`config.mk`:
```
export PLATFORM = sky130hd
export DESIGN_NAME = dic_digital_input_conditioner
export DESIGN_NICKNAME = d
export VERILOG_FILES = /design/src/hdl/dic_pkg.sv /design/src/hdl/dic_channel.sv /design/src/hdl/dic_digital_input_conditioner.sv /design/src/hdl/dic_scan_tick.sv
export VERILOG_INCLUDE_DIRS = /design/src /design/src/hdl
export SDC_FILE = /design/constraint.sdc
export NUM_CORES = 2
export LEC_CHECK = 0
export ABC_AREA = 1
export BUFFER_PORTS_ARGS = -buffer_cell sky130_fd_sc_hd__buf_2
export CORE_MARGIN = 8
export CORE_UTILIZATION = 45
export DETAILED_ROUTE_END_ITERATION = 16
export MAX_ROUTING_LAYER = met4
export SYNTH_ARGS = -nofsm -noshare
export SYNTH_HDL_FRONTEND = slang
export SYNTH_HIERARCHICAL = 1
export SYNTH_SLANG_ARGS = --single-unit
```
`constraint.sdc`:
```
create_clock -name CLOCK_IN -period 10.66 [get_ports CLOCK_IN]
set_clock_uncertainty 0.15 [all_clocks]
set_input_delay 1.599 -clock CLOCK_IN [delete_from_list [all_inputs] [get_ports CLOCK_IN]]
set_output_delay 1.599 -clock CLOCK_IN [all_outputs]
set_load 0.02 [all_outputs]
```
`src/hdl/dic_consts.svh`:
```
// Notes on behaviour
// RULE1: every channel is sampled and its state updated once per 5 ms scan tick.
// RULE2: internal consumers see a state change one further scan tick later.
// RULE3: relay outputs follow one more scan tick later, three ticks at most overall.
// RULE4: per-channel polarity, normally open by default, sets energized reading 1 or 0.
// RULE5: activation threshold, default 88 V, 0.1 V steps; above it energizes.
// RULE6: release threshold, default 60 V; below it de-energizes.
// RULE7: rising reported state is delayed by per-channel activation delay, ms steps.
// RULE8: falling reported state is delayed by per-channel drop-off time, ms steps.
// RULE9: AC mode adds 30 ms drop-off and releases at a tenth of activation threshold.
// RULE10: 32-bit counter per channel counts reported 0 to 1 transitions, resets to zero.
// RULE11: a clear command for a channel zeroes its transition counter.
// RULE12: eight independent channels, each with its own settings and counter.
// RULE13: between release and activation thresholds the previous raw state holds.
// RULE14: delays count scan ticks; state changes only after raw state stays stable.
`ifndef DIC_CONSTS_SVH
`define DIC_CONSTS_SVH

`define DIC_NUM_CH 8
`define DIC_CLK_MHZ 25
`define DIC_SCAN_PERIOD_US 5000
`define DIC_SCAN_CYCLES (`DIC_SCAN_PERIOD_US * `DIC_CLK_MHZ)
`define DIC_SCAN_MS 5
`define DIC_AC_EXTRA_MS 30

// thresholds are held in 0.1 V units
`define DIC_ACT_THR_RST 12'h370
`define DIC_REL_THR_RST 12'h258
`define DIC_ACT_THR_MIN 12'h0a0
`define DIC_REL_THR_MIN 12'h064
`define DIC_THR_MAX 12'h7d0
`define DIC_DLY_MAX 22'h1b7740
`define DIC_AC_DIVISOR 12'h00a

// channel window: base = channel * 0x20
`define DIC_CH_STRIDE_SHIFT 5
`define DIC_OFF_CFG 3'h0
`define DIC_OFF_ACT_THR 3'h1
`define DIC_OFF_REL_THR 3'h2
`define DIC_OFF_ACT_DLY 3'h3
`define DIC_OFF_DROP_DLY 3'h4
`define DIC_OFF_COUNT 3'h5
`define DIC_ADDR_STATUS 12'h100
`define DIC_ADDR_CLEAR 12'h104

`define DIC_CFG_NC_BIT 0
`define DIC_CFG_AC_BIT 1
`define DIC_STAT_QUAL_LSB 0
`define DIC_STAT_LOGIC_LSB 8
`define DIC_STAT_RELAY_LSB 16

`define DIC_RESP_OKAY 2'h0
`define DIC_RESP_SLVERR 2'h2

`endif

```
`src/hdl/dic_pkg.sv`:
```
package dic_pkg;
   typedef logic [11:0] dic_volt_t;
   typedef logic [21:0] dic_dly_t;
   typedef logic [31:0] dic_cnt_t;
   typedef logic [11:0] dic_addr_t;
endpackage

```
`src/hdl/dic_channel.sv`:
```
`include "dic_consts.svh"

module dic_channel import dic_pkg::*; (
   input wire logic clk_in,
   input wire logic arst_n_in,
   input wire logic tick_in,
   input wire dic_volt_t volt_in,
   input wire dic_volt_t act_thr_in,
   input wire dic_volt_t rel_thr_in,
   input wire logic normally_closed_in,
   input wire logic ac_mode_in,
   input wire dic_dly_t act_dly_in,
   input wire dic_dly_t drop_dly_in,
   input wire logic clear_in,
   output logic state_out,
   output dic_cnt_t count_out
);
   typedef struct packed {
      logic energized;
      logic qual;
      dic_dly_t timer;
      dic_cnt_t count;
   } dic_ch_st_t;

   dic_ch_st_t st_ff;
   dic_ch_st_t nxt_st;
   dic_volt_t rel_eff;
   dic_dly_t dly;
   logic raw;

   always_comb begin
      nxt_st = st_ff;
      rel_eff = ac_mode_in ? dic_volt_t'(act_thr_in / `DIC_AC_DIVISOR)
                           : rel_thr_in; // see RULE9
      raw = st_ff.energized ^ normally_closed_in; // see RULE4
      dly = st_ff.qual ? drop_dly_in + (ac_mode_in ? 22'(`DIC_AC_EXTRA_MS)
                                                   : 22'h0) // see RULE9
                       : act_dly_in;
      if (clear_in) begin
         nxt_st.count = '0; // see RULE11
      end
      if (tick_in) begin
         // inside the band the old level holds
         if (volt_in > act_thr_in) begin
            nxt_st.energized = 1'b1; // see RULE5
         end else if (volt_in < rel_eff) begin
            nxt_st.energized = 1'b0; // see RULE6
         end // see RULE13
         // judge the level just sampled so the change shows at this tick
         raw = nxt_st.energized ^ normally_closed_in; // see RULE1 RULE4
         // any bounce back restarts the wait
         if (raw == st_ff.qual) begin
            nxt_st.timer = '0; // see RULE14
         end else if (st_ff.timer >= dly) begin
            nxt_st.qual = raw; // see RULE7 RULE8 RULE1
            nxt_st.timer = '0;
            if (raw) begin
               // an event in the clearing cycle still counts
               nxt_st.count = nxt_st.count + 32'h1; // see RULE10
            end
         end else begin
            nxt_st.timer = st_ff.timer + 22'(`DIC_SCAN_MS); // see RULE14
         end
      end
   end

   always_ff @(posedge clk_in or negedge arst_n_in) begin
      if (!arst_n_in) begin
         st_ff <= '0;
      end else begin
         st_ff <= nxt_st;
      end
   end

   assign state_out = st_ff.qual;
   assign count_out = st_ff.count;
endmodule

```
`src/hdl/dic_digital_input_conditioner.sv`:
```
`include "dic_consts.svh"

module dic_digital_input_conditioner import dic_pkg::*; #(
   parameter int unsigned NUM_CH = `DIC_NUM_CH,
   parameter int unsigned SCAN_CYCLES = `DIC_SCAN_CYCLES
) (
   input wire logic CLOCK_IN,
   input wire logic ARST_N_IN,
   input wire logic [NUM_CH*12-1:0] VOLT_IN,
   input wire logic [11:0] AXI_AWADDR_IN,
   input wire logic AXI_AWVALID_IN,
   output logic AXI_AWREADY_OUT,
   input wire logic [31:0] AXI_WDATA_IN,
   input wire logic [3:0] AXI_WSTRB_IN,
   input wire logic AXI_WVALID_IN,
   output logic AXI_WREADY_OUT,
   output logic [1:0] AXI_BRESP_OUT,
   output logic AXI_BVALID_OUT,
   input wire logic AXI_BREADY_IN,
   input wire logic [11:0] AXI_ARADDR_IN,
   input wire logic AXI_ARVALID_IN,
   output logic AXI_ARREADY_OUT,
   output logic [31:0] AXI_RDATA_OUT,
   output logic [1:0] AXI_RRESP_OUT,
   output logic AXI_RVALID_OUT,
   input wire logic AXI_RREADY_IN,
   output logic [NUM_CH-1:0] STATE_OUT,
   output logic [NUM_CH-1:0] LOGIC_STATE_OUT,
   output logic [NUM_CH-1:0] RELAY_OUT
);
   typedef struct packed {
      logic aw_got;
      logic w_got;
      dic_addr_t awaddr;
      logic [31:0] wdata;
      logic [3:0] wstrb;
      logic bvalid;
      logic [1:0] bresp;
      logic rvalid;
      logic [31:0] rdata;
      logic [1:0] rresp;
      logic [NUM_CH-1:0] nc;
      logic [NUM_CH-1:0] ac;
      dic_volt_t [NUM_CH-1:0] act_thr;
      dic_volt_t [NUM_CH-1:0] rel_thr;
      dic_dly_t [NUM_CH-1:0] act_dly;
      dic_dly_t [NUM_CH-1:0] drop_dly;
      logic [NUM_CH-1:0] clr;
      logic [NUM_CH-1:0] logic_st;
      logic [NUM_CH-1:0] relay;
   } dic_top_st_t;

   localparam dic_top_st_t ST_RST = '{
      act_thr: {NUM_CH{`DIC_ACT_THR_RST}},
      rel_thr: {NUM_CH{`DIC_REL_THR_RST}},
      default: '0
   };

   dic_top_st_t st_ff;
   dic_top_st_t nxt_st;
   logic tick;
   logic [NUM_CH-1:0] qual;
   dic_cnt_t [NUM_CH-1:0] count;

   ////////////////////////////////////////////////////////////////////////
   // register map, one aligned 32-bit word per register
   // channel c owns the window at c * 0x20:
   //   +0x00 bit 0 normally closed, bit 1 alternating supply mode
   //   +0x04 activation threshold, +0x08 release threshold, 0.1 V units
   //   +0x0c activation delay, +0x10 drop-off delay, in ms
   //   +0x14 rising transition count, read only
   // 0x100 status, read only: qualified, internal and relay bytes
   // 0x104 transition count clear: a one in bit c zeroes counter c
   // writes to read-only words are accepted and dropped
   // unmapped words answer with an error and change nothing

   ////////////////////////////////////////////////////////////////////////
   // helpers

   function automatic logic [31:0] merge_bytes(input logic [31:0] old,
                                               input logic [31:0] data,
                                               input logic [3:0] strb);
      logic [31:0] res;
      res = old;
      for (int b = 0; b < 4; b++) begin
         if (strb[b]) begin
            res[b*8 +: 8] = data[b*8 +: 8];
         end
      end
      return res;
   endfunction

   // settings outside the allowed range are pulled to its nearest end
   function automatic dic_volt_t clamp_thr(input logic [31:0] v,
                                           input dic_volt_t lo);
      dic_volt_t res;
      if (v > 32'(`DIC_THR_MAX)) begin
         res = `DIC_THR_MAX;
      end else if (v < 32'(lo)) begin
         res = lo;
      end else begin
         res = v[11:0];
      end
      return res;
   endfunction

   function automatic dic_dly_t clamp_dly(input logic [31:0] v);
      dic_dly_t res;
      if (v > 32'(`DIC_DLY_MAX)) begin
         res = `DIC_DLY_MAX;
      end else begin
         res = v[21:0];
      end
      return res;
   endfunction

   // the three consumer stages side by side, one byte each
   function automatic logic [31:0] pack_status(input logic [NUM_CH-1:0] q,
                                               input logic [NUM_CH-1:0] l,
                                               input logic [NUM_CH-1:0] r);
      logic [31:0] res;
      res = '0;
      res[`DIC_STAT_QUAL_LSB +: NUM_CH] = q;
      res[`DIC_STAT_LOGIC_LSB +: NUM_CH] = l;
      res[`DIC_STAT_RELAY_LSB +: NUM_CH] = r;
      return res;
   endfunction

   ////////////////////////////////////////////////////////////////////////
   // scan timing and channels

   dic_scan_tick #(
      .CYCLES(SCAN_CYCLES)
   ) u_tick (
      .clk_in(CLOCK_IN),
      .arst_n_in(ARST_N_IN),
      .tick_out(tick)
   );

   for (genvar c = 0; c < NUM_CH; c++) begin : g_ch // see RULE12
      dic_channel u_ch (
         .clk_in(CLOCK_IN),
         .arst_n_in(ARST_N_IN),
         .tick_in(tick),
         .volt_in(VOLT_IN[c*12 +: 12]),
         .act_thr_in(st_ff.act_thr[c]),
         .rel_thr_in(st_ff.rel_thr[c]),
         .normally_closed_in(st_ff.nc[c]),
         .ac_mode_in(st_ff.ac[c]),
         .act_dly_in(st_ff.act_dly[c]),
         .drop_dly_in(st_ff.drop_dly[c]),
         .clear_in(st_ff.clr[c]),
         .state_out(qual[c]),
         .count_out(count[c])
      );
   end

   ////////////////////////////////////////////////////////////////////////
   // next state

   always_comb begin
      logic [31:0] m;
      logic [2:0] ch;
      logic [2:0] off;
      logic hit;
      m = '0;
      ch = '0;
      off = '0;
      hit = 1'b0;
      nxt_st = st_ff;
      nxt_st.clr = '0;

      // one scan round per consumer stage
      if (tick) begin
         nxt_st.logic_st = qual; // see RULE2
         nxt_st.relay = st_ff.logic_st; // see RULE3
      end

      // write address and data are taken in either order
      if (AXI_AWVALID_IN && AXI_AWREADY_OUT) begin
         nxt_st.aw_got = 1'b1;
         nxt_st.awaddr = AXI_AWADDR_IN;
      end
      if (AXI_WVALID_IN && AXI_WREADY_OUT) begin
         nxt_st.w_got = 1'b1;
         nxt_st.wdata = AXI_WDATA_IN;
         nxt_st.wstrb = AXI_WSTRB_IN;
      end
      if (st_ff.bvalid && AXI_BREADY_IN) begin
         nxt_st.bvalid = 1'b0;
      end

      if (st_ff.aw_got && st_ff.w_got && !st_ff.bvalid) begin
         nxt_st.aw_got = 1'b0;
         nxt_st.w_got = 1'b0;
         nxt_st.bvalid = 1'b1;
         nxt_st.bresp = `DIC_RESP_OKAY;
         ch = st_ff.awaddr[7:5];
         off = st_ff.awaddr[4:2];
         if (st_ff.awaddr[11:8] == 4'h0 && 32'(ch) < NUM_CH) begin
            if (off == `DIC_OFF_CFG) begin
               m = merge_bytes({30'h0, st_ff.ac[ch], st_ff.nc[ch]},
                               st_ff.wdata, st_ff.wstrb);
               nxt_st.nc[ch] = m[`DIC_CFG_NC_BIT]; // see RULE4
               nxt_st.ac[ch] = m[`DIC_CFG_AC_BIT]; // see RULE9
            end else if (off == `DIC_OFF_ACT_THR) begin
               m = merge_bytes({20'h0, st_ff.act_thr[ch]},
                               st_ff.wdata, st_ff.wstrb);
               nxt_st.act_thr[ch] = clamp_thr(m, `DIC_ACT_THR_MIN); // see RULE5
            end else if (off == `DIC_OFF_REL_THR) begin
               m = merge_bytes({20'h0, st_ff.rel_thr[ch]},
                               st_ff.wdata, st_ff.wstrb);
               nxt_st.rel_thr[ch] = clamp_thr(m, `DIC_REL_THR_MIN); // see RULE6
            end else if (off == `DIC_OFF_ACT_DLY) begin
               m = merge_bytes({10'h0, st_ff.act_dly[ch]},
                               st_ff.wdata, st_ff.wstrb);
               nxt_st.act_dly[ch] = clamp_dly(m); // see RULE7
            end else if (off == `DIC_OFF_DROP_DLY) begin
               m = merge_bytes({10'h0, st_ff.drop_dly[ch]},
                               st_ff.wdata, st_ff.wstrb);
               nxt_st.drop_dly[ch] = clamp_dly(m); // see RULE8
            end else if (off == `DIC_OFF_COUNT) begin
               // counter is read-only, the write is dropped
               hit = 1'b1;
            end else begin
               nxt_st.bresp = `DIC_RESP_SLVERR;
            end
         end else if (st_ff.awaddr == `DIC_ADDR_CLEAR) begin
            // one-cycle pulse per written one bit
            if (st_ff.wstrb[0]) begin
               nxt_st.clr = st_ff.wdata[NUM_CH-1:0]; // see RULE11
            end
         end else if (st_ff.awaddr == `DIC_ADDR_STATUS) begin
            hit = 1'b1;
         end else begin
            nxt_st.bresp = `DIC_RESP_SLVERR;
         end
      end

      if (st_ff.rvalid && AXI_RREADY_IN) begin
         nxt_st.rvalid = 1'b0;
      end
      if (AXI_ARVALID_IN && AXI_ARREADY_OUT) begin
         nxt_st.rvalid = 1'b1;
         nxt_st.rresp = `DIC_RESP_OKAY;
         nxt_st.rdata = '0;
         ch = AXI_ARADDR_IN[7:5];
         off = AXI_ARADDR_IN[4:2];
         if (AXI_ARADDR_IN[11:8] == 4'h0 && 32'(ch) < NUM_CH) begin
            if (off == `DIC_OFF_CFG) begin
               nxt_st.rdata = {30'h0, st_ff.ac[ch], st_ff.nc[ch]};
            end else if (off == `DIC_OFF_ACT_THR) begin
               nxt_st.rdata = {20'h0, st_ff.act_thr[ch]};
            end else if (off == `DIC_OFF_REL_THR) begin
               nxt_st.rdata = {20'h0, st_ff.rel_thr[ch]};
            end else if (off == `DIC_OFF_ACT_DLY) begin
               nxt_st.rdata = {10'h0, st_ff.act_dly[ch]};
            end else if (off == `DIC_OFF_DROP_DLY) begin
               nxt_st.rdata = {10'h0, st_ff.drop_dly[ch]};
            end else if (off == `DIC_OFF_COUNT) begin
               nxt_st.rdata = count[ch]; // see RULE10
            end else begin
               nxt_st.rresp = `DIC_RESP_SLVERR;
            end
         end else if (AXI_ARADDR_IN == `DIC_ADDR_STATUS) begin
            nxt_st.rdata = pack_status(qual, st_ff.logic_st, st_ff.relay);
         end else if (AXI_ARADDR_IN == `DIC_ADDR_CLEAR) begin
            nxt_st.rdata = '0;
         end else begin
            nxt_st.rresp = `DIC_RESP_SLVERR;
         end
      end
      if (hit) begin
         nxt_st.bresp = `DIC_RESP_OKAY;
      end
   end

   ////////////////////////////////////////////////////////////////////////
   // state register and outputs

   always_ff @(posedge CLOCK_IN or negedge ARST_N_IN) begin
      if (!ARST_N_IN) begin
         st_ff <= ST_RST;
      end else begin
         st_ff <= nxt_st;
      end
   end

   // one write and one read in flight keeps the slave trivially ordered
   assign AXI_AWREADY_OUT = !st_ff.aw_got && !st_ff.bvalid;
   assign AXI_WREADY_OUT = !st_ff.w_got && !st_ff.bvalid;
   assign AXI_BVALID_OUT = st_ff.bvalid;
   assign AXI_BRESP_OUT = st_ff.bresp;
   assign AXI_ARREADY_OUT = !st_ff.rvalid;
   assign AXI_RVALID_OUT = st_ff.rvalid;
   assign AXI_RDATA_OUT = st_ff.rdata;
   assign AXI_RRESP_OUT = st_ff.rresp;

   assign STATE_OUT = qual;
   assign LOGIC_STATE_OUT = st_ff.logic_st;
   assign RELAY_OUT = st_ff.relay;
endmodule

```
`src/hdl/dic_scan_tick.sv`:
```
`include "dic_consts.svh"

module dic_scan_tick import dic_pkg::*; #(
   parameter int unsigned CYCLES = `DIC_SCAN_CYCLES
) (
   input wire logic clk_in,
   input wire logic arst_n_in,
   output logic tick_out
);
   typedef struct packed {
      logic [31:0] cnt;
      logic tick;
   } dic_tick_st_t;

   dic_tick_st_t st_ff;
   dic_tick_st_t nxt_st;

   always_comb begin
      nxt_st = st_ff;
      nxt_st.tick = 1'b0;
      if (st_ff.cnt >= CYCLES - 1) begin
         nxt_st.cnt = '0;
         nxt_st.tick = 1'b1; // see RULE1
      end else begin
         nxt_st.cnt = st_ff.cnt + 32'h1;
      end
   end

   always_ff @(posedge clk_in or negedge arst_n_in) begin
      if (!arst_n_in) begin
         st_ff <= '0;
      end else begin
         st_ff <= nxt_st;
      end
   end

   assign tick_out = st_ff.tick;
endmodule

```
## After elaboration in Yosys (flattened, before gate mapping)

Cells that the tools add are included.

| storage, ports and cells | value |
|---|---|
| register bits | 1,153 |
| latch bits | 0 |
| bits in writable memories | 0 |
| bits in read-only memories | 0 |
| bits of input ports | 163 |
| output and inout bits | 65 |
| logic and storage cells | 549 |
| memories | 0 |

| cells by class | value |
|---|---|
| $add $sub $neg | 25 |
| multipliers | 0 |
| div/mod/pow operators | 8 |
| order comparisons | 34 |
| equality and inequality tests | 22 |
| shifts and indexed selects | 0 |
| mux-type cells | 323 |
| bitwise gates (word level) | 20 |
| reduce and logical (&&, ||, !) cells | 36 |

Operator list:

| kind | number |
|---|---|
| 32-bit two-way mux | 48 |
| 22-bit two-way mux | 44 |
| 8-bit two-way mux | 104 |
| 176-bit bitwise mux | 2 |
| 12-bit two-way mux | 26 |
| 32-bit by 1-bit adder with 32-bit output (second input constant) | 9 |
| 22-bit binary-select mux with 3-bit select | 4 |
| 96-bit bitwise mux | 2 |
| 22-bit by 3-bit adder with 22-bit output (second input constant) | 8 |
| 22-bit by 5-bit adder with 22-bit output | 8 |
| 22-bit greater-or-equal comparator | 8 |
| 12-bit binary-select mux with 3-bit select | 4 |
| 32-bit binary-select mux with 3-bit select | 1 |
| 12-bit by 4-bit divider with 12-bit output (second input constant) | 8 |
| 12-bit greater-than comparator | 8 |
| 12-bit < comparator | 8 |
| 22-bit demux with 3-bit select | 1 |
| 32-bit by 11-bit greater-than comparator with 1-bit output (second input constant) | 2 |
| 32-bit by 21-bit greater-than comparator with 1-bit output (second input constant) | 2 |
| 12-bit by 9-bit equality test with 1-bit output (second input constant) | 4 |
| 2-bit two-way mux | 23 |
| 1-bit two-way mux | 44 |
| 5-bit two-way mux | 8 |
| 12-bit demux with 3-bit select | 1 |
| 28 further kinds | 91 |

## Longest topological paths before layout

| depth | value |
|---|---|
| depth in word-level cells | 20 |
| depth in mapped cells | 54 |
| depth with buffers taken out | 54 |

## Modules after synthesis

The synthesis kept the hierarchy.

By module, submodules not included:

| module | times used | cells each | area each (um2) | seq. area each (um2) |
|---|---|---|---|---|
| dic_digital_input_conditioner | 1 | 5,759 | 39,480.4 | 16,856.2 |
| dic_channel (g_ch[0].u_ch ...) | 6 | 905 | 6,198.4 | 1,401.3 |
| dic_channel (g_ch[7].u_ch) | 1 | 899 | 6,025.8 | 1,401.3 |
| dic_channel (g_ch[3].u_ch) | 1 | 882 | 5,977.0 | 1,401.3 |
| dic_scan_tick | 1 | 155 | 1,468.9 | 825.8 |

## Least setup slack after synthesis

Ideal clock, no wire load.

| timing path | value |
|---|---|
| kind | register -> register |
| start | register, netlist name st_ff[571] |
| end | register g_ch[3].u_ch.st_ff, in the netlist g_ch[3].u_ch/count_out[17] |
| library setup time | 118 ps |
| arrival time | 4,844 ps |
| required time | 10,392 ps |
| setup slack | 5,548 ps |
| cell stages (with the launch flop) | 36 |
| path buffers | 0 |
| period minus slack after synthesis | 5,112 ps |
| cells stage by stage | dfrtp_1 -> ha_1 -> a21oi_1 -> inv_1 -> a31oi_1 -> nor2_1 -> o21ai_0 -> nor2_1 -> inv_1 -> nor2_1 -> nand2_1 -> nor2_1 -> nand3_1 -> nor2_1 -> nand2_1 -> nor3_1 -> nand3_1 -> xor2_1 -> nand2_1 -> o21ai_0 -> ha_1 -> nand2_1 -> a21oi_1 -> a211oi_1 -> inv_1 -> nor3b_1 -> inv_1 -> nand2_1 -> nor3_1 -> inv_1 -> nor2_1 -> nand2_2 -> nor2_2 -> nand2_1 -> xor2_1 -> inv_1 |

RTL lines:

| element | line | text |
|---|---|---|
| end signal: assignment | dic_channel.sv:71 | `st_ff <= nxt_st;` |
| end: declaration | dic_channel.sv:25 | `dic_ch_st_t st_ff;` |

==> impl_results.md <==
* CP endpoint kind: flop
* Layout cells sized above 1 at 10.8%
* Maximum clock frequency at 133 MHz
* Crit path max fanout at 25
* GRT Util Overall at 36.7%
* Hold_buf cts at 0
* Buffers & Inverters on Critical Path at 8
* CTS sink cnt at 1,151
* Post-CTS Setup Inserts at 0
* TritonCTS clock tree: built
* Setup_tns at 0 ns
* Ports at 228
* Fin cells at 15,619
* Reg-to-reg critical path startpoint: st_ff[575]
* CP Class: flop to flop
* Pleak at 46.9 nW
* CP max stage cell: nor2_1
* CP most frequent cell: nor2_1
* CTS clk-pin slew, worst paths at 0.07 ns
* DR WL/cell at 25.7 um
* Maxcap violations at 0
* Period minus WS final at 7.53 ns
* Largest delay share family, worst path: simple AND/OR/NAND/NOR gates
* Layout Utilization at 48.2%
* Seq cells post-synth at 1,151
* Hold Path Sink: u_tick/st_ff[1]
* DP HPWL at 307,000 um
* Dominant synthesized flop cell: dfrtp_1
* RSZ-0062 raised after global routing: no
* Fraction of registers with async set/reset at 100%
* Latest clock arrival within the worst-skew pair at 0.86 ns
* Die X-Extent at 464 um
* Final period util at 70.6%
* Distinct cells, synth at 79
* TritonCTS Buffers at 144
* I/O Buffers at 225
* Hold WS at 0.311 ns
* Post-synth EDFFs at 0
* Crit path required time at 11.20 ns
* Worst relative slew slack at 4.85%
* Largest net degree at the start of global routing at 166
* Area Overhead vs Synth at 6.72%
* First-pass GRT wire length at 580,000 um
* Clock Path Buffers at 3
* Worst-Margin Slew at 1.41 ns
* Grt ovf at 0
* Routed Antenna Nets at 0
* Cell area after synthesis at 0.0901 mm^2
* Top-count cell post-synth: nand2_1
* VDD IR max at 0.000175 V
* Die height at 464 um
* Cts repair resizes at 0
* Die area at 0.215 mm^2
* Via count at 91,260
* Final hold vios at 0
* WP data arrival at 8.07 ns
* Starting DRT DRC Count at 11,982
* Worst hold stages at 1
* Post-synth top area share at 30.0%
* Sequential share of the synthesized area at 32.1%
* Vias in the first global route at 84,581
* Cells after DPL at 15,345
* Initial antenna violation count at 15
* Synth cell count leaders: 3,656 x nand2_1, 1,536 x inv_1, 1,194 x nor2_1, 1,079 x dfrtp_1, 792 x o21ai_0
* Max-slew violation count at 0
* Cells after Synth at 13,125
* Hold_sp: u_tick/st_ff[1]
* Synth warn at 6
* DRT Pass-1 Iters at 9
* Hold Crit Class: flop to flop
* Register area at 0.0289 mm^2
* Reg2reg path depth at 37
* Core Footprint at 0.199 mm^2
* H-tree depth at 4
* Synth area leader: dfrtp_1
* Fill count at 20,207
* Pwr dens at 169 mW/mm^2
* Total Nets Final at 13,416
* Initial core utilization at 45.2%
* # DRC at 0
* Setup violators final at 0
* Vias per inst at 5.84
* Worst r2r dst: g_ch[7].u_ch/count_out[25]
* CTS root buffer: clkbuf_16
* Multi-input gate area at 0.0506 mm^2
* Delay of the slowest critical-path stage at 0.78 ns
* Final wirelength at 402,000 um
* Top cells by area, synth: dfrtp_1 30%, nand2_1 15%, inv_1 6.4%, ha_1 5.7%, nor2_1 5.0%
* Site Rows at 164
* Status: finished, final reports clean
* Worst reg2reg setup slack at 3.13 ns
* Critical path startpoint category: flop
* GP Congestion at 1.04
* Mean Syn Cell Area at 6.87 um^2
## worst max-delay path by stage
stage | startpoint | endpoint | slack, ns | depth (start not counted)
after floorplan | st_ff[571] | g_ch[3].u_ch/count_out[17] | 5.55 | 35
after global placement | st_ff[575] | g_ch[7].u_ch/count_out[29] | 3.32 | 38
after detailed placement | st_ff[575] | g_ch[7].u_ch/count_out[25] | 3.36 | 37
after CTS | st_ff[575] | g_ch[7].u_ch/count_out[25] | 3.33 | 37
after global routing | st_ff[575] | g_ch[7].u_ch/count_out[25] | 2.67 | 37
final | st_ff[575] | g_ch[7].u_ch/count_out[25] | 3.13 | 37
## layout by cell type (no fill, tap or decap), types with 70 or more instances in the layout
cell type     n
mux2i_1      76
inv_2       107
nand2_4      74
o221ai_1     70
a21oi_1     458
nand4_1     322
buf_4       115
inv_1      1533
dfstp_2      72
dfrtp_1    1076
ha_1        409
clkbuf_16   147
xor2_1      244
o211ai_1     72
o22ai_1     100
nor2_1     1191
nand2_2     257
buf_2       221
xnor2_1      84
nor4_1       97
nand2_1    3654
o21ai_0     792
nor3_1      213
nand3_1     733
## flip-flops by register name (all words and copies together), names as in the netlist, 8 cells and up
| name | count |
|---|---|
| RELAY_OUT | 8 |
| g_ch.u_ch/count_out | 256 |
| g_ch.u_ch/st_ff | 184 |
| AXI_RDATA_OUT | 32 |
| LOGIC_STATE_OUT | 8 |
| g_ch.u_ch/state_out | 8 |
| u_tick/st_ff | 32 |
| st_ff | 618 |
## stage by stage
step	instance area [um^2]	setup slack [ns]	power, mW
2_1_floorplan	90200	5.55	8.74
3_3_place_gp	91300	3.32	10.9
3_5_place_dp	91300	3.36	11.0
4_1_cts	96100	3.33	16.2
5_1_grt	96200	2.67	16.9
6_report	96200	3.13	16.3
## kinds of logic after synthesis
family,after synthesis,synth area share [%]
flip-flops,1151,32.1
multiplexers,117,1.36
adder cells (fa/ha/maj),417,5.85
AND/OR/NAND/NOR,6748,33.1
buffers and inverters,2457,12.0
AO/OA/AOI/OAI,1905,12.4
XOR/XNOR,328,3.19
other,2,0.00833
## metal layers
layer,track usage (%),vias up,wire [um]
li1,-,41833,-
met1,48.2,43580,165000
met2,53.4,4891,169000
met3,8.50,956,43200
met4,18.0,0,24400
met5,-,-,0
## power breakdown
| part | switching [mW] | total (mW) | internal, mW |
|---|---|---|---|
| registers | 0.446 | 5.16 | 4.72 |
| clock network | 2.16 | 5.18 | 3.02 |
| logic | 4.52 | 5.97 | 1.45 |
| total | 7.12 | 16.3 | 9.18 |
## final cells by class
| type | instances | area share, % |
|---|---|---|
| well taps | 2656 | 3.45 |
| diodes | 12 | 0.0312 |
| multi-input cells | 9532 | 52.6 |
| repair buffers | 350 | 2.33 |
| inverters | 1657 | 6.53 |
| clock buffers | 205 | 4.32 |
| clock inverters | 56 | 0.731 |
| flip-flops and latches | 1151 | 30.0 |
Power figures use the tool's default switching activity.
